**src/hdl/dib_pkg.sv**
```systemverilog
// Purpose: Shared constants and types for the DC injection brake sequencer.
// Assumes: 100 MHz ref_clk; registers reached over AHB-Lite, one word each.
////////////////////////////////////////////////////////////////////////////////
package dib_pkg;

    // Timing base: all programmed times are in milliseconds.
    localparam int CLK_PERIOD_NS = 10;
    localparam int MS_NS = 1000000;
    localparam int MS_CYCLES = (MS_NS + CLK_PERIOD_NS - 1) / CLK_PERIOD_NS;

    // Register byte offsets.
    localparam logic [7:0] ADDR_CTRL = 8'h00;
    localparam logic [7:0] ADDR_LEVEL = 8'h04;
    localparam logic [7:0] ADDR_DELAY = 8'h08;
    localparam logic [7:0] ADDR_TIME = 8'h0c;
    localparam logic [7:0] ADDR_RATED = 8'h10;
    localparam logic [7:0] ADDR_STATUS = 8'h14;
    localparam logic [7:0] ADDR_COUNT = 8'h18;
    localparam logic [2:0] HSIZE_WORD = 3'h2;

    // Field widths and positions.
    localparam int CTRL_W = 5;
    localparam int LEVEL_W = 10;
    localparam int MS_W = 16;
    localparam int RATED_W = 11;
    localparam int COUNT_W = 16;
    localparam int STAT_TERM_BIT = 4;

    // Reset values.
    localparam logic [LEVEL_W-1:0] LEVEL_RST = 10'h064;
    localparam logic [MS_W-1:0] DELAY_RST = 16'h01f4;
    localparam logic [MS_W-1:0] TIME_RST = 16'h03e8;
    localparam logic [RATED_W-1:0] RATED_RST = 11'h00a;

    // Input function selection for the brake input pin.
    localparam logic [1:0] FUNC_NONE = 2'h0;
    localparam logic [1:0] FUNC_ENABLE = 2'h1;
    localparam logic [1:0] FUNC_DISABLE = 2'h2;

    // Current limits in percent of motor rated current.
    localparam logic [LEVEL_W-1:0] LIMIT_STD_PCT = 10'h0fa;
    localparam logic [LEVEL_W-1:0] LIMIT_HEAVY_PCT = 10'h190;

    // Decay hold curve corners: current in amps, hold in milliseconds.
    localparam logic [RATED_W-1:0] DECAY_I0 = 11'h00a;
    localparam logic [RATED_W-1:0] DECAY_I1 = 11'h064;
    localparam logic [RATED_W-1:0] DECAY_I2 = 11'h1f4;
    localparam logic [RATED_W-1:0] DECAY_I3 = 11'h3e8;
    localparam logic [MS_W-1:0] DECAY_T0 = 16'h0190;
    localparam logic [MS_W-1:0] DECAY_T1 = 16'h0320;
    localparam logic [MS_W-1:0] DECAY_T2 = 16'h08fc;
    localparam logic [MS_W-1:0] DECAY_T3 = 16'h10cc;
    // Segment slopes as multiplier and right shift (ms per amp).
    localparam logic [11:0] SLOPE1_MUL = 12'h472;
    localparam int SLOPE1_SHR = 8;
    localparam logic [11:0] SLOPE2_MUL = 12'h00f;
    localparam int SLOPE2_SHR = 2;
    localparam logic [11:0] SLOPE3_MUL = 12'h004;
    localparam int SLOPE3_SHR = 0;

    typedef enum logic [1:0] {
        ST_IDLE = 2'b00,
        ST_DELAY = 2'b01,
        ST_INJECT = 2'b10,
        ST_DECAY = 2'b11
    } dib_state_t;

    typedef struct packed {
        logic [1:0] inFunc;
        logic hall;
        logic heavy;
        logic brakeSel;
    } dib_ctrl_t;

    typedef struct packed {
        logic hsel;
        logic [31:0] haddr;
        logic [1:0] htrans;
        logic hwrite;
        logic [2:0] hsize;
        logic [31:0] hwdata;
    } dib_ahb_req_t;

    typedef struct packed {
        logic [31:0] hrdata;
        logic hreadyout;
        logic hresp;
    } dib_ahb_rsp_t;

    typedef struct packed {
        logic relay;
        logic dcOn;
        logic [LEVEL_W-1:0] dcLevelPct;
        logic olRunSel;
        logic olHeavy;
        logic olHall;
        logic extraStart;
    } dib_drive_t;

endpackage

```
**src/hdl/dib_sync.sv**
```systemverilog
// Purpose: Two-flop synchroniser for asynchronous pin inputs.
// Assumes: The first flop feeds only the second.
// Notes: Freezes with the clock enable like all other state.
`timescale 1ns/1ps
`default_nettype none
module dib_sync #(
    parameter int W = 1
) (
    // Clock and control
    input wire logic ref_clk,
    input wire logic sys_rst,
    input wire logic clkEn,
    // Data
    input wire logic [W-1:0] asyncIn,
    output logic [W-1:0] syncOut
);
    typedef struct packed {
        logic [W-1:0] meta;
        logic [W-1:0] stable;
    } dib_sync_st_t;

    dib_sync_st_t s;
    dib_sync_st_t next_s;

    always_comb
    begin
        next_s.meta = asyncIn;
        next_s.stable = s.meta;
    end

    always_ff @(posedge ref_clk)
    begin
        if (sys_rst)
            s <= '0;
        else if (clkEn)
            s <= next_s;
    end

    assign syncOut = s.stable;
endmodule
`default_nettype wire

```
**src/hdl/dib_ms_timer.sv**
```systemverilog
// Purpose: Loadable millisecond countdown timer.
// Assumes: load is a one-cycle request; TICK_CYCLES clocks per millisecond.
// Notes: done rises loadMs*TICK_CYCLES cycles after the load edge and holds.
`timescale 1ns/1ps
`default_nettype none
module dib_ms_timer #(
    parameter int W = 16,
    parameter int TICK_CYCLES = 100000
) (
    // Clock and control
    input wire logic ref_clk,
    input wire logic sys_rst,
    input wire logic clkEn,
    // Request
    input wire logic load,
    input wire logic [W-1:0] loadMs,
    // Result
    output logic done
);
    localparam int PW = (TICK_CYCLES > 1) ? $clog2(TICK_CYCLES) : 1;
    localparam logic [PW-1:0] PRE_LAST = PW'(TICK_CYCLES - 1);

    if (TICK_CYCLES < 1 || W < 1)
    begin : g_check
        $error("dib_ms_timer: TICK_CYCLES and W must be positive");
    end

    typedef struct packed {
        logic [PW-1:0] pre;
        logic [W-1:0] ms;
        logic done;
    } dib_tmr_st_t;

    dib_tmr_st_t s;
    dib_tmr_st_t next_s;

    always_comb
    begin
        next_s = s;
        if (load)
        begin
            next_s.pre = '0;
            next_s.ms = loadMs;
            next_s.done = (loadMs == '0);
        end
        else if (!s.done)
        begin
            if (s.pre == PRE_LAST)
            begin
                next_s.pre = '0;
                next_s.ms = s.ms - W'(1);
                next_s.done = (s.ms == W'(1));
            end
            else
                next_s.pre = s.pre + PW'(1);
        end
    end

    always_ff @(posedge ref_clk)
    begin
        if (sys_rst)
            s <= '{pre: '0, ms: '0, done: 1'b1};
        else if (clkEn)
            s <= next_s;
    end

    assign done = s.done;
endmodule
`default_nettype wire

```
**src/hdl/dib_brake_sequencer.sv**
```systemverilog
// Purpose: DC injection brake sequencer with AHB-Lite register access.
// Assumes: stopCmd is a one-cycle pulse from logic on ref_clk; brakeInPin is a pin.
// Notes: One timer serves delay, brake time and decay hold in turn.
//
// The register addresses and register access over AHB-Lite were left to the implementer.
`timescale 1ns/1ps
`default_nettype none
module dib_brake_sequencer #(
    parameter int TICK_CYCLES = dib_pkg::MS_CYCLES
) (
    // Clock, reset and enable
    input wire logic ref_clk,
    input wire logic sys_rst,
    input wire logic clkEn,
    // AHB-Lite slave
    input wire dib_pkg::dib_ahb_req_t ahbReq,
    input wire logic hready,
    output dib_pkg::dib_ahb_rsp_t ahbRsp,
    // Starter control
    input wire logic stopCmd,
    input wire logic brakeInPin,
    // Brake and overload drive
    output dib_pkg::dib_drive_t drive
);
    if (TICK_CYCLES < 1)
    begin : g_check
        $error("dib_brake_sequencer: TICK_CYCLES must be at least one");
    end

    ////////////////////////////////////////////////////////////////////////////
    // State record.

    typedef struct packed {
        dib_pkg::dib_state_t state;
        dib_pkg::dib_ctrl_t ctrl;
        logic [dib_pkg::LEVEL_W-1:0] level;
        logic [dib_pkg::MS_W-1:0] delayMs;
        logic [dib_pkg::MS_W-1:0] timeMs;
        logic [dib_pkg::RATED_W-1:0] rated;
        logic terminated;
        logic [dib_pkg::COUNT_W-1:0] brakeCount;
        logic wrPend;
        logic [7:0] wrAddr;
        logic [31:0] hrdata;
        logic loadPrev;
        dib_pkg::dib_drive_t drv;
    } dib_seq_st_t;

    dib_seq_st_t s;
    dib_seq_st_t next_s;

    logic brakeIn;
    logic timerDone;
    logic timerLoad;
    logic timerLoadPrev;
    logic [dib_pkg::MS_W-1:0] timerMs;
    logic permit;
    logic addrPhase;
    logic [dib_pkg::LEVEL_W-1:0] limitPct;
    logic [dib_pkg::LEVEL_W-1:0] effLevel;
    logic [dib_pkg::MS_W-1:0] decayMs;
    logic [23:0] segProd;

    ////////////////////////////////////////////////////////////////////////////
    // Pin synchroniser and shared timer.

    dib_sync #(
        .W(1)
    ) u_sync (
        .ref_clk(ref_clk),
        .sys_rst(sys_rst),
        .clkEn(clkEn),
        .asyncIn(brakeInPin),
        .syncOut(brakeIn)
    );

    dib_ms_timer #(
        .W(dib_pkg::MS_W),
        .TICK_CYCLES(TICK_CYCLES)
    ) u_timer (
        .ref_clk(ref_clk),
        .sys_rst(sys_rst),
        .clkEn(clkEn),
        .load(timerLoad),
        .loadMs(timerMs),
        .done(timerDone)
    );

    ////////////////////////////////////////////////////////////////////////////
    // Derived values.

    // The input function decides whether braking may go on right now.
    always_comb
    begin
        unique case (s.ctrl.inFunc)
            dib_pkg::FUNC_ENABLE: permit = brakeIn;
            dib_pkg::FUNC_DISABLE: permit = !brakeIn;
            default: permit = 1'b1;
        endcase
    end

    // The programmed level is clamped to what the duty type allows.
    always_comb
    begin
        limitPct = s.ctrl.heavy ? dib_pkg::LIMIT_HEAVY_PCT : dib_pkg::LIMIT_STD_PCT;
        effLevel = (s.level > limitPct) ? limitPct : s.level;
    end

    // Piecewise-linear decay hold through the published corners. A shift
    // approximation of the first slope keeps the design free of dividers.
    always_comb
    begin
        segProd = '0;
        if (s.rated <= dib_pkg::DECAY_I0)
            decayMs = dib_pkg::DECAY_T0;
        else if (s.rated <= dib_pkg::DECAY_I1)
        begin
            segProd = 24'(s.rated - dib_pkg::DECAY_I0) * 24'(dib_pkg::SLOPE1_MUL);
            decayMs = dib_pkg::DECAY_T0 + dib_pkg::MS_W'(segProd >> dib_pkg::SLOPE1_SHR);
        end
        else if (s.rated <= dib_pkg::DECAY_I2)
        begin
            segProd = 24'(s.rated - dib_pkg::DECAY_I1) * 24'(dib_pkg::SLOPE2_MUL);
            decayMs = dib_pkg::DECAY_T1 + dib_pkg::MS_W'(segProd >> dib_pkg::SLOPE2_SHR);
        end
        else
        begin
            segProd = 24'(s.rated - dib_pkg::DECAY_I2) * 24'(dib_pkg::SLOPE3_MUL);
            decayMs = dib_pkg::DECAY_T2 + dib_pkg::MS_W'(segProd >> dib_pkg::SLOPE3_SHR);
        end
    end

    assign addrPhase = ahbReq.hsel && ahbReq.htrans[1] && hready;

    ////////////////////////////////////////////////////////////////////////////
    // Next state.

    always_comb
    begin
        next_s = s;
        next_s.drv.extraStart = 1'b0;
        timerLoad = 1'b0;
        timerMs = '0;

        // Write data phase of a transfer accepted in the previous cycle.
        if (s.wrPend)
        begin
            unique case (s.wrAddr)
                dib_pkg::ADDR_CTRL:
                    next_s.ctrl = dib_pkg::dib_ctrl_t'(ahbReq.hwdata[dib_pkg::CTRL_W-1:0]);
                dib_pkg::ADDR_LEVEL:
                    next_s.level = ahbReq.hwdata[dib_pkg::LEVEL_W-1:0];
                dib_pkg::ADDR_DELAY:
                    next_s.delayMs = ahbReq.hwdata[dib_pkg::MS_W-1:0];
                dib_pkg::ADDR_TIME:
                    next_s.timeMs = ahbReq.hwdata[dib_pkg::MS_W-1:0];
                dib_pkg::ADDR_RATED:
                    next_s.rated = ahbReq.hwdata[dib_pkg::RATED_W-1:0];
                dib_pkg::ADDR_STATUS:
                    if (ahbReq.hwdata[dib_pkg::STAT_TERM_BIT])
                        next_s.terminated = 1'b0;
                default:
                    next_s.terminated = next_s.terminated;
            endcase
        end

        // Address phase: latch writes, prepare read data for the data phase.
        next_s.wrPend = addrPhase && ahbReq.hwrite && (ahbReq.hsize == dib_pkg::HSIZE_WORD);
        next_s.wrAddr = ahbReq.haddr[7:0];
        if (addrPhase && !ahbReq.hwrite)
        begin
            unique case (ahbReq.haddr[7:0])
                dib_pkg::ADDR_CTRL:
                    next_s.hrdata = 32'(s.ctrl);
                dib_pkg::ADDR_LEVEL:
                    next_s.hrdata = 32'(s.level);
                dib_pkg::ADDR_DELAY:
                    next_s.hrdata = 32'(s.delayMs);
                dib_pkg::ADDR_TIME:
                    next_s.hrdata = 32'(s.timeMs);
                dib_pkg::ADDR_RATED:
                    next_s.hrdata = 32'(s.rated);
                dib_pkg::ADDR_STATUS:
                    next_s.hrdata = 32'({permit, s.terminated, s.drv.dcOn, s.drv.relay,
                        s.state});
                dib_pkg::ADDR_COUNT:
                    next_s.hrdata = 32'(s.brakeCount);
                default:
                    next_s.hrdata = '0;
            endcase
        end

        // Brake sequence. A stop while already braking is ignored.
        unique case (s.state)
            dib_pkg::ST_IDLE:
            begin
                if (stopCmd && s.ctrl.brakeSel && permit)
                begin
                    next_s.state = dib_pkg::ST_DELAY;
                    timerLoad = 1'b1;
                    timerMs = s.delayMs;
                end
            end
            dib_pkg::ST_DELAY:
            begin
                if (!permit)
                begin
                    next_s.state = dib_pkg::ST_IDLE;
                    next_s.terminated = 1'b1;
                end
                else if (timerDone && !timerLoadPrev)
                begin
                    next_s.state = dib_pkg::ST_INJECT;
                    next_s.brakeCount = s.brakeCount + dib_pkg::COUNT_W'(1);
                    next_s.drv.extraStart = 1'b1;
                    timerLoad = 1'b1;
                    timerMs = s.timeMs;
                end
            end
            dib_pkg::ST_INJECT:
            begin
                if (!permit)
                begin
                    next_s.state = dib_pkg::ST_IDLE;
                    next_s.terminated = 1'b1;
                end
                else if (timerDone && !timerLoadPrev)
                begin
                    next_s.state = dib_pkg::ST_DECAY;
                    timerLoad = 1'b1;
                    timerMs = decayMs;
                end
            end
            dib_pkg::ST_DECAY:
            begin
                if (timerDone && !timerLoadPrev)
                    next_s.state = dib_pkg::ST_IDLE;
            end
        endcase

        // Outputs follow the next state so they change with it.
        next_s.drv.relay = (next_s.state != dib_pkg::ST_IDLE);
        next_s.drv.dcOn = (next_s.state == dib_pkg::ST_INJECT);
        next_s.drv.dcLevelPct = next_s.drv.dcOn ? effLevel : '0;
        next_s.drv.olRunSel = next_s.drv.relay;
        next_s.drv.olHeavy = next_s.drv.relay && s.ctrl.heavy;
        next_s.drv.olHall = next_s.drv.relay && s.ctrl.hall;
        next_s.loadPrev = timerLoad;
    end

    ////////////////////////////////////////////////////////////////////////////
    // A done seen in the cycle right after a load already reflects that load,
    // but it is not taken then, so a phase loaded with zero still lasts two cycles.

    assign timerLoadPrev = s.loadPrev;

    ////////////////////////////////////////////////////////////////////////////
    // State register.

    always_ff @(posedge ref_clk)
    begin
        if (sys_rst)
        begin
            s <= '0;
            s.state <= dib_pkg::ST_IDLE;
            s.ctrl <= '{inFunc: dib_pkg::FUNC_NONE, hall: 1'b0, heavy: 1'b0, brakeSel: 1'b0};
            s.level <= dib_pkg::LEVEL_RST;
            s.delayMs <= dib_pkg::DELAY_RST;
            s.timeMs <= dib_pkg::TIME_RST;
            s.rated <= dib_pkg::RATED_RST;
        end
        else if (clkEn)
            s <= next_s;
    end

    ////////////////////////////////////////////////////////////////////////////
    // Outputs. The bus stalls while the block is frozen.

    always_comb
    begin
        ahbRsp.hrdata = s.hrdata;
        ahbRsp.hreadyout = clkEn;
        ahbRsp.hresp = 1'b0;
    end

    assign drive = s.drv;
endmodule
`default_nettype wire

```
**config.mk**
```make
export PLATFORM = sky130hd
export DESIGN_NAME = dib_brake_sequencer
export DESIGN_NICKNAME = d
export VERILOG_FILES = /design/src/hdl/dib_pkg.sv /design/src/hdl/dib_sync.sv /design/src/hdl/dib_ms_timer.sv /design/src/hdl/dib_brake_sequencer.sv
export SDC_FILE = /design/constraint.sdc
export NUM_CORES = 1
export LEC_CHECK = 0
export ABC_AREA = 1
export BUFFER_PORTS_ARGS = -buffer_cell sky130_fd_sc_hd__buf_2
export CAP_MARGIN = 20
export CORE_MARGIN = 3
export CORE_UTILIZATION = 66
export DETAILED_ROUTE_END_ITERATION = 6
export PLACE_DENSITY = 0.9
export SYNTH_ARGS = -nofsm -noshare
export SYNTH_HDL_FRONTEND = slang
export SYNTH_SLANG_ARGS = --single-unit
```
**constraint.sdc**
```tcl
create_clock -name ref_clk -period 15.5 [get_ports ref_clk]
set_clock_uncertainty 0.05 [all_clocks]
set_input_delay 3.875 -clock ref_clk [delete_from_list [all_inputs] [get_ports ref_clk]]
set_output_delay 3.875 -clock ref_clk [all_outputs]
set_load 0.01 [all_outputs]
```
==> summary.txt, run 1 <==
Status
  • Outcome: finished with violations
  • Failing checks: design-rule violations

Logic synthesis
  • Mapped Avg Cell Area: 6.693 µm²
  • Yosys warning count: 0
  • Netlist cell types: 61
  • Top_reg_cell synth: dfxtp_1
  • Top cell type's share of synthesized area: 22.33%
  • Post-synthesis sequential area ratio: 22.33%
  • Post-synth top area cell: dfxtp_1
  • Post-Syn Instances: 2,063
  • Synthesized cell area: 13,810 µm²
  • Ys async rst share: 0%
  • Synth top area cells: dfxtp_1 (22%), nand2_1 (12%), ha_1 (9.7%)
  • Flops & latches, synth: 154
  • Post-synth EDFFs: 0

GRT
  • First-pass GRT wire length: 62.60 mm
  • Number of global-route vias before repair: 12,830
  • Grt ovf: 0
  • Initial antenna violation count: 0
  • Overall routing resource usage: 34.18%
  • Largest net degree at the start of global routing: 108

Min path
  • WHS Endpoint: drive[12]
  • Min-Delay Path Depth: 2
  • Min-delay src: drive[12]
  • Class of the worst hold path: reg2reg

Setup path
  • Worst Path Buf+Inv: 2
  • CP peak stage delay: 0.42 ns
  • Setup crit end kind: output pin
  • CP Max Fanout: 25
  • FF-to-FF setup slack: 8.03 ns
  • RR Startpoint: s[76]
  • Crit path top cell by count: buf_2
  • Worst Setup Path Type: in2out
  • Worst EP required: 11.58 ns
  • Crit start category: input pin
  • Top delay family on crit path: buffers and inverters
  • Critical path startpoint: clkEn
  • R2R depth: 37
  • Worst flop-to-flop path endpoint: u_timer.done
  • Crit-path cells: buf_2 > buf_2
  • Crit-path slowest cell: buf_2
  • CP arrival: 4.53 ns

Power
  • Pleak: 7.299 nW
  • Worst VDD drop: 78.37 µV
  • Total power: 914.1 µW
  • Pwr dens: 62.36 nW/µm²

STA
  • Unrepaired setup endpoints after global routing: false
  • Endpoints failing setup: 0
  • Worst slew pin tran: 1.035 ns
  • Period utilization: 54.55%
  • Slew HR: 31.03%
  • Worst hold slack: 0.4129 ns
  • Setup ws final: 7.045 ns
  • Fin crit period: 8.455 ns
  • Max Fclk: 0.1183 GHz
  • Sum Neg Setup Slack: 0 ns
  • Slew Viols, Final: 0
  • Final Hold Viols: 0

Floorplan
  • Core ar.: 20,360 µm²
  • Die height: 150.6 µm
  • Row count: 52
  • Initial core utilization: 67.80%
  • IO Pins: 127
  • Die ar.: 22,690 µm²
  • Die Wd: 150.6 µm

Clocking
  • Cts bufs inserted: 17
  • H-tree depth: 4
  • Clock Path Buffers: 2
  • Sink Count: 154
  • Clock transition at path regs: 0.06 ns
  • # resized after CTS: 0
  • Hold Buf Count CTS: 0
  • Worst skew pair latency: 0.44 ns
  • CTS tree: built
  • CTS Root Buffer Type: clkbuf_16
  • Post-CTS Setup Bufs: 0

Placed design
  • Hpwl dp: 29.23 mm
  • Post-Place Cells: 2,326
  • Worst slack, placed: 7.073 ns
  • IO buf count: 68
  • Routability cong.: 1.051

Drt
  • Wirelength per Cell: 16.56 µm
  • Via Count: 13,990
  • Vias/cell: 5.930
  • Initial DRT Pass Iterations: 7
  • WL final: 39.07 mm
  • DRC: 21
  • Iter 0 DRT Violations: 1,640
  • Final ANT Viol Nets: 0

Finish
  • Share of layout cells above drive strength 1: 9.095%
  • Antenna diode count: 0
  • Area occupied by multi-input gates: 8811 µm²
  • Final net count: 2,309
  • Register area: 3083 µm²
  • Area growth syn-to-layout: 6.153%
  • Non-filler instance count after layout: 2,359
  • # fillers: 1,591

Run
  • Max_cap viols: 0
-- power by group --
group | total (mW) | internal, mW | leakage [nW] | switching, mW
clock | 0.459 | 0.280 | 0.304 | 0.179
combinational | 0.0537 | 0.0158 | 5.75 | 0.0378
sequential | 0.402 | 0.399 | 1.24 | 0.00263
-- through the flow --
step	util (%)	cell area, µm²
4_1_cts	71.92	14650
6_report	71.97	14660
5_1_grt	71.97	14660
3_3_place_gp	68.76	14000
2_1_floorplan	-	13870
3_5_place_dp	68.76	14000
-- Yosys cell counts (4+ instances only) --
library cell / n
nand2_1: 459
inv_1: 353
dfxtp_1: 154
a21oi_1: 145
nor2_1: 145
nand3_1: 121
o21ai_0: 120
ha_1: 107
buf_4: 52
fa_1: 49
clkbuf_1: 35
xor2_1: 32
o22ai_1: 30
nor3_1: 29
nand4_1: 27
o211ai_1: 23
nand2_2: 22
nor2_2: 14
inv_2: 11
nor4_1: 10
a221oi_1: 9
a31oi_1: 9
xnor2_1: 7
nand3b_1: 6
o21bai_1: 6
o221ai_1: 6
o31ai_1: 6
buf_2: 5
nor2_4: 5
nor3b_1: 5
o21ai_1: 5
clkinv_1: 4
o41ai_1: 4
-- layout by cell type (no fill, tap or decap), types with 7 or more instances in the layout --
master | synthesis | final
o22ai_1 | 30 | 30
xnor2_1 | 7 | 7
fa_1 | 49 | 49
conb_1 | 1 | 17
clkbuf_16 | 0 | 17
xor2_1 | 32 | 32
o211ai_1 | 23 | 23
nor2_1 | 145 | 145
nand3_1 | 121 | 121
nand4_1 | 27 | 27
nor2_2 | 14 | 14
nand2_2 | 22 | 22
buf_2 | 5 | 68
ha_1 | 107 | 107
inv_1 | 353 | 352
inv_2 | 11 | 12
nand2_1 | 459 | 459
o21ai_0 | 120 | 120
a31oi_1 | 9 | 9
dfxtp_1 | 154 | 154
nor3_1 | 29 | 28
a21oi_1 | 145 | 145
a221oi_1 | 9 | 9
nor4_1 | 10 | 10
-- cells by family after synthesis --
group / Yosys count / synth area share, %
xor gates and xnor gates: 39 / 2.474
other: 1 / 0.02716
adders and majority gates: 156 / 16.80
muxes: 2 / 0.1450
AOI/OAI and AO/OA: 379 / 15.89
buffers and inverters: 466 / 14.33
and+or+nand+nor: 866 / 28.01
DFF: 154 / 22.33
-- state kept, by name, indices dropped and copies added, names as in the netlist --
register,count
ahbRsp,16
drive,15
s,86
timerLoadPrev,1
u_sync.next_s,1
u_sync.syncOut,1
u_timer.done,1
u_timer.s,33
-- cell type report --
| class | count | share of cell area [%] |
|---|---|---|
| Clock buffer | 20 | 3.116 |
| Clock inverter | 12 | 1.272 |
| Inverter | 370 | 9.501 |
| Multi-Input combinational cell | 1459 | 60.12 |
| Sequential cell | 154 | 21.03 |
| Tap cell | 270 | 2.305 |
| Timing Repair Buffer | 74 | 2.655 |
-- worst max-delay path by stage --
stage | to | slack, ns | cells past startpoint
final | ahbRsp[1] | 7.05 | 2
after global routing | ahbRsp[1] | 7.01 | 2
after CTS | ahbRsp[1] | 7.07 | 2
after detailed placement | ahbRsp[1] | 7.07 | 2
after global placement | ahbRsp[1] | 7.09 | 2
after floorplan | ahbRsp[1] | 7.58 | 1
-- layer usage --
metal	vias to the layer above	global-route usage, %	share of wire (%)
met2	843	55.95	46
li1	6630	-	-
met5	-	0	0
met1	6383	45.40	40
met3	134	6.472	11
met4	0	11.79	3.4
No activity file was read; power rests on OpenSTA's default activity.
==> run 2: changes to the inputs <==
--- a/config.mk
+++ b/config.mk
@@ -5,13 +5,13 @@
 export SDC_FILE = /design/constraint.sdc
 export NUM_CORES = 1
 export LEC_CHECK = 0
-export ABC_AREA = 1
+export ABC_AREA = 0
 export BUFFER_PORTS_ARGS = -buffer_cell sky130_fd_sc_hd__buf_2
 export CAP_MARGIN = 20
 export CORE_MARGIN = 3
-export CORE_UTILIZATION = 66
+export CORE_UTILIZATION = 55
 export DETAILED_ROUTE_END_ITERATION = 6
-export PLACE_DENSITY = 0.9
+export PLACE_DENSITY = 0.81
 export SYNTH_ARGS = -nofsm -noshare
 export SYNTH_HDL_FRONTEND = slang
 export SYNTH_SLANG_ARGS = --single-unit
==> constraint.sdc (replaced) <==
create_clock -name ref_clk -period 6.75 [get_ports ref_clk]
set_clock_uncertainty 0.05 [all_clocks]
set_input_delay 1.6875 -clock ref_clk [delete_from_list [all_inputs] [get_ports ref_clk]]
set_output_delay 1.6875 -clock ref_clk [all_outputs]
set_load 0.01 [all_outputs]
==> summary.txt, run 2 <==
Setup path
  • Crit path top cell by count: inv_2
  • RR Startpoint: s[77]
  • Worst EP required: 7.04 ns
  • Worst flop-to-flop path endpoint: u_timer.done
  • Crit start category: flop
  • End of the critical path: u_timer.done
  • CP peak stage delay: 0.57 ns
  • CP Max Fanout: 4
  • CP arrival: 7.55 ns
  • Worst Setup Path Type: reg2reg
  • Setup crit end kind: flop
  • Crit-path slowest cell: or4_4
  • FF-to-FF setup slack: -0.50 ns
  • Critical path startpoint: s[77]
  • R2R depth: 33

Floorplan
  • Die ar.: 25,750 µm²
  • Die height: 160.5 µm
  • Initial core utilization: 56.93%
  • Die Wd: 160.5 µm
  • IO Pins: 127
  • Row count: 55
  • Core ar.: 23,050 µm²

Drt
  • Initial DRT Pass Iterations: 6
  • DRC: 0
  • Iter 0 DRT Violations: 1,244
  • Via Count: 12,510
  • Wirelength per Cell: 18.01 µm
  • Final ANT Viol Nets: 0
  • WL final: 37.12 mm
  • Vias/cell: 6.070

Clocking
  • CTS tree: built
  • Clock Path Buffers: 2
  • Cts bufs inserted: 17
  • H-tree depth: 4
  • Hold Buf Count CTS: 0
  • Worst skew pair latency: 0.43 ns
  • Sink Count: 154
  • CTS Root Buffer Type: clkbuf_16
  • Clock transition at path regs: 0.06 ns

GRT
  • Overall routing resource usage: 28.07%
  • Grt ovf: 0
  • Initial antenna violation count: 0
  • Largest net degree at the start of global routing: 89
  • Number of global-route vias before repair: 11,970
  • First-pass GRT wire length: 60.02 mm

Status
  • Outcome: finished with violations
  • Failing checks: negative setup slack

STA
  • Period utilization: 107.5%
  • Slew Viols, Final: 0
  • Setup ws final: -0.5042 ns
  • Slew HR: 32.98%
  • Worst slew pin tran: 0.9986 ns
  • Unrepaired setup endpoints after global routing: true
  • Final Hold Viols: 0
  • Max Fclk: 0.1379 GHz
  • Fin crit period: 7.254 ns
  • Endpoints failing setup: 6

Placed design
  • IO buf count: 68
  • Routability cong.: 0.9919
  • Area post-placement: 14,100 µm²
  • Hpwl dp: 27.78 mm
  • Post-Place Cells: 2,015
  • Worst slack, placed: -0.5021 ns

Finish
  • Max reg flops: 86
  • Commonest non-fill, non-tap cell in the layout: nand2_1
  • Largest Register: s
  • Area growth syn-to-layout: 14.85%
  • Most frequent cells in the layout: nand2_1 (174), nor2_1 (152), dfxtp_1 (151), inv_1 (132), buf_4 (107)
  • Non-filler instance count after layout: 2,061
  • Final net count: 1,968
  • Antenna diode count: 0
  • Fin area: 15,070 µm²
  • Post-layout utilization of the core: 65.39%
  • Share of layout cells above drive strength 1: 17.11%

Logic synthesis
  • Post-synth top area cell: dfxtp_1
  • Top_reg_cell synth: dfxtp_1
  • Synthesized cell area: 13,130 µm²
  • Post-synth EDFFs: 0
  • Post-synthesis sequential area ratio: 23.49%
  • Mapped Avg Cell Area: 8.003 µm²
  • Synth top area cells: dfxtp_1 (23%), ha_1 (10%), fa_1 (7.5%)
  • Post-Syn Instances: 1,640
  • Netlist cell types: 87
  • Synth cell count leaders: nand2_1 (176), dfxtp_1 (154), nor2_1 (152), inv_1 (139), ha_1 (107)
  • Yosys warning count: 0
  • Ys async rst share: 0%
  • Most common cell in the netlist: nand2_1
  • Top cell type's share of synthesized area: 23.49%
  • Flops & latches, synth: 154

Run
  • Max_cap viols: 0

Power
  • Worst VDD drop: 113.9 µV
  • Pleak: 6.538 nW
  • Pwr dens: 134.2 nW/µm²

Min path
  • Min-delay src: ahbRsp[5]
  • Class of the worst hold path: reg2reg
## run 2: changes by cell type after synthesis, moves of 21 or more
cell | previous run | this run
o21ai_0 | 120 | 50
xnor2_1 | 7 | 55
inv_1 | 353 | 139
nand3_1 | 121 | 34
nand2_1 | 459 | 176
clkbuf_1 | 35 | 58
nand2_2 | 22 | 1
a21oi_1 | 145 | 105
mux2i_1 | 2 | 47
a22oi_1 | 0 | 24
## run 2: report_power, final
| group | switching, mW | leakage (nW) | internal (mW) |
|---|---|---|---|
| sequential | 0.0103 | 1.24 | 0.917 |
| combinational | 0.114 | 5.03 | 0.0633 |
| clock | 0.433 | 0.264 | 0.485 |
## run 2: final cells by class
cell class              instances  area, µm²
multi-input cells            1241       9294
fillers                      1831       7979
flip-flops and latches        154       3089
repair buffers                181       1211
inverters                     140      533.0
clock buffers                  18      429.2
well taps                     313      391.6
clock inverters                14      126.4
## run 2: logic make-up after synthesis
kind of cell | synth area share [%]
fa+ha+maj | 17.67
mux | 4.614
xor+xnor | 6.883
buf+inv | 8.990
compound gates | 17.48
other cells | 0.02857
simple gates | 20.84
flops | 23.49
## run 2: how the worst min path moves through the flow
stage | end | slack [ns] | cells after the start
6_report | ahbRsp[5] | 0.40 | 2
5_1_grt | s[103] | 0.44 | 2
4_1_cts | ahbRsp[5] | 0.40 | 2
3_5_place_dp | ahbRsp[5] | 0.39 | 2
3_3_place_gp | ahbRsp[3] | 0.39 | 2
2_1_floorplan | ahbRsp[2] | 0.38 | 2
## run 2: timing repair
item / in CTS / in global routing
gates resized for setup: 30 / 28
setup endpoints to repair: 7 / 9
pin swaps: 22 / 17
buffers inserted: 15 / 7
gates cloned: 0 / 0
## run 2: worst max-delay path: cells and delay by family (launching register included)
family,cells,cell delay [ns]
buf+inv,8,0.53
simple gates,6,1.56
flops,1,0.36
fa+ha+maj,8,2.59
xor+xnor,2,0.41
compound gates,9,1.65
## run 2: metal layers
| layer | track usage (%) | share of wire, % | up-vias |
|---|---|---|---|
| met4 | 9.783 | 3.2 | 0 |
| li1 | - | - | 5838 |
| met2 | 46.72 | 47 | 586 |
| met3 | 4.720 | 8.0 | 106 |
| met5 | 0 | 0 | - |
| met1 | 36.93 | 42 | 5981 |
## run 2: stage by stage
step / hold slack (ns) / power (mW) / setup TNS [ns]
3_3_place_gp: 0.3882 / 1.103 / -0.6047
6_report: 0.3975 / 2.023 / -1.628
2_1_floorplan: 0.3823 / 1.063 / 0
4_1_cts: 0.4003 / 2.006 / -0.7705
5_1_grt: 0.4416 / 2.081 / -3.216
3_5_place_dp: 0.3913 / 1.107 / -1.560
==> run 3: changes to the inputs <==
--- a/config.mk
+++ b/config.mk
@@ -9,9 +9,10 @@
 export BUFFER_PORTS_ARGS = -buffer_cell sky130_fd_sc_hd__buf_2
 export CAP_MARGIN = 20
 export CORE_MARGIN = 3
-export CORE_UTILIZATION = 55
+export CORE_UTILIZATION = 61
+export CTS_CLUSTER_SIZE = 24
 export DETAILED_ROUTE_END_ITERATION = 6
-export PLACE_DENSITY = 0.81
+export PLACE_DENSITY = 0.85
 export SYNTH_ARGS = -nofsm -noshare
 export SYNTH_HDL_FRONTEND = slang
 export SYNTH_SLANG_ARGS = --single-unit
==> constraint.sdc (replaced) <==
create_clock -name ref_clk -period 7.04 [get_ports ref_clk]
set_clock_uncertainty 0.05 [all_clocks]
set_input_delay 1.76 -clock ref_clk [delete_from_list [all_inputs] [get_ports ref_clk]]
set_output_delay 1.76 -clock ref_clk [all_outputs]
set_load 0.01 [all_outputs]
==> summary.txt, run 3 (synthesized netlist as in run 2, its figures left out) <==
STA
  • Fin crit period: 7.224 ns
  • Slew HR: 22.64%
  • Sum Neg Setup Slack: -0.2903 ns
  • Unrepaired setup endpoints after global routing: true
  • Period utilization: 102.6%
  • Worst slew pin tran: 1.152 ns
  • Setup ws final: -0.1838 ns
  • Worst hold slack: 0.3992 ns
  • Max Fclk: 0.1384 GHz
  • Final Hold Viols: 0
  • Slew Viols, Final: 0
  • Endpoints failing setup: 2

Finish
  • Largest Register: s
  • Final net count: 1,929
  • Most frequent cells in the layout: nand2_1 (174), nor2_1 (152), dfxtp_1 (152), inv_1 (132)
  • Commonest non-fill, non-tap cell in the layout: nand2_1
  • Area growth syn-to-layout: 11.66%
  • Antenna diode count: 0
  • Fin area: 14,660 µm²
  • Max reg flops: 86
  • # fillers: 1,584
  • Share of layout cells above drive strength 1: 14.75%
  • Post-layout utilization of the core: 69.50%

Min path
  • Class of the worst hold path: reg2reg

Drt
  • Iter 0 DRT Violations: 1,511
  • WL final: 37.78 mm
  • Via Count: 12,730
  • Wirelength per Cell: 19.04 µm
  • Vias/cell: 6.417
  • Final ANT Viol Nets: 0
  • Initial DRT Pass Iterations: 6
  • DRC: 0

Placed design
  • IO buf count: 68
  • Area post-placement: 13,770 µm²
  • Hpwl dp: 27.22 mm
  • Routability cong.: 0.9923

Power
  • Pint: 1.407 mW
  • Share of total power in sequential cells: 45.9%
  • Clock power frac: 45.8%
  • Worst VDD drop: 154.9 µV
  • Total power: 1.936 mW
  • Part of the power in combinational logic: 8.3%
  • Switch share: 27.35%
  • Sw power: 529.5 µW
  • Pleak: 6.312 nW
  • Pwr dens: 132.1 nW/µm²

Floorplan
  • Die height: 152.7 µm
  • Core ar.: 21,090 µm²
  • IO Pins: 127
  • Initial core utilization: 62.24%
  • Row count: 53
  • Die Wd: 152.7 µm
  • Die ar.: 23,310 µm²

Clocking
  • CTS Root Buffer Type: clkbuf_16
  • H-tree depth: 4
  • Sink Count: 154
  • Clock Path Buffers: 2
  • CTS tree: built
  • Worst skew pair latency: 0.43 ns
  • Cts bufs inserted: 17
  • Clock transition at path regs: 0.07 ns

Run
  • Max_cap viols: 0

GRT
  • Initial antenna violation count: 0
  • Overall routing resource usage: 30.30%
  • Largest net degree at the start of global routing: 79
  • First-pass GRT wire length: 58.91 mm
  • Grt ovf: 0
  • Number of global-route vias before repair: 11,760

Setup path
  • RR Startpoint: s[77]
  • Setup crit end kind: flop
  • Crit-path slowest cell: fa_1
  • Worst Setup Path Type: reg2reg
  • Worst flop-to-flop path endpoint: u_timer.done
  • FF-to-FF setup slack: -0.18 ns
  • Worst EP required: 7.33 ns
  • End of the critical path: u_timer.done
  • CP Max Fanout: 4
  • Critical path startpoint: s[77]
  • R2R depth: 32
  • CP peak stage delay: 0.56 ns
  • CP arrival: 7.52 ns
  • Crit start category: flop

Status
  • Failing checks: negative setup slack
  • Outcome: finished with violations
## run 3: final cells by class
type / instances / area (µm²) / area share [%]
Clock buffer: 18 / 439.2 / 2.997
Clock inverter: 14 / 125.1 / 0.8538
Inverter: 140 / 528.0 / 3.603
Multi-Input combinational cell: 1241 / 9233 / 63.00
Sequential cell: 154 / 3088 / 21.07
Tap cell: 275 / 344.1 / 2.348
Timing Repair Buffer: 142 / 898.4 / 6.130
## run 3: through the flow
step / setup WS, ns / cells
floorplan: 0.06739 / 1656
global placement: -0.06827 / 1944
detailed placement: -0.2334 / 1945
CTS: 0.001455 / 1981
global route: -0.4090 / 1984
finish: -0.1838 / 1984
## run 3: how the worst min path moves through the flow
stage / slack (ns) / from / end / cells after the start
after floorplan: 0.38 / ahbRsp[2] / ahbRsp[2] / 2
after global placement: 0.39 / ahbRsp[2] / ahbRsp[2] / 2
after detailed placement: 0.39 / ahbRsp[2] / ahbRsp[2] / 2
after CTS: 0.40 / ahbRsp[2] / ahbRsp[2] / 2
after global routing: 0.43 / drive[10] / drive[10] / 2
final: 0.40 / ahbRsp[2] / ahbRsp[2] / 2
## run 3: worst max-delay path, delay by kind of cell, from the launching register on
kind / cells / cell delay (ns)
AO/OA/AOI/OAI: 9 / 1.78
adder cells (fa/ha/maj): 8 / 2.70
AND/OR/NAND/NOR: 8 / 1.63
XOR/XNOR: 2 / 0.35
flip-flops: 1 / 0.38
buffers and inverters: 5 / 0.25
## run 3: repair_timing
action | in CTS | in global routing
endpoints found under the setup margin | 3 | 7
pin swaps | 18 | 28
resized for setup | 18 | 34
endpoints found under the hold margin | 0 | 0
buffers inserted | 4 | 5
hold buffers | 0 | 0
## run 3: routing by layer
layer	wire length [µm]	up-vias	share of wire [%]	track usage, %
li1	-	5767	-	-
met1	15040	6088	40	39.70
met2	17830	747	47	50.05
met3	3607	129	9.5	5.680
met4	1304	0	3.5	11.24
met5	0	-	0	0
## run 3: power by group through the flow
stage          Combinational (mW)  Sequential [mW]  Clock, mW
2_1_floorplan               0.115            0.905          0
3_3_place_gp                0.147            0.908          0
5_1_grt                     0.171            0.890      0.925
3_5_place_dp                0.149            0.909          0
4_1_cts                     0.152            0.889      0.888
6_report                    0.160            0.889      0.887
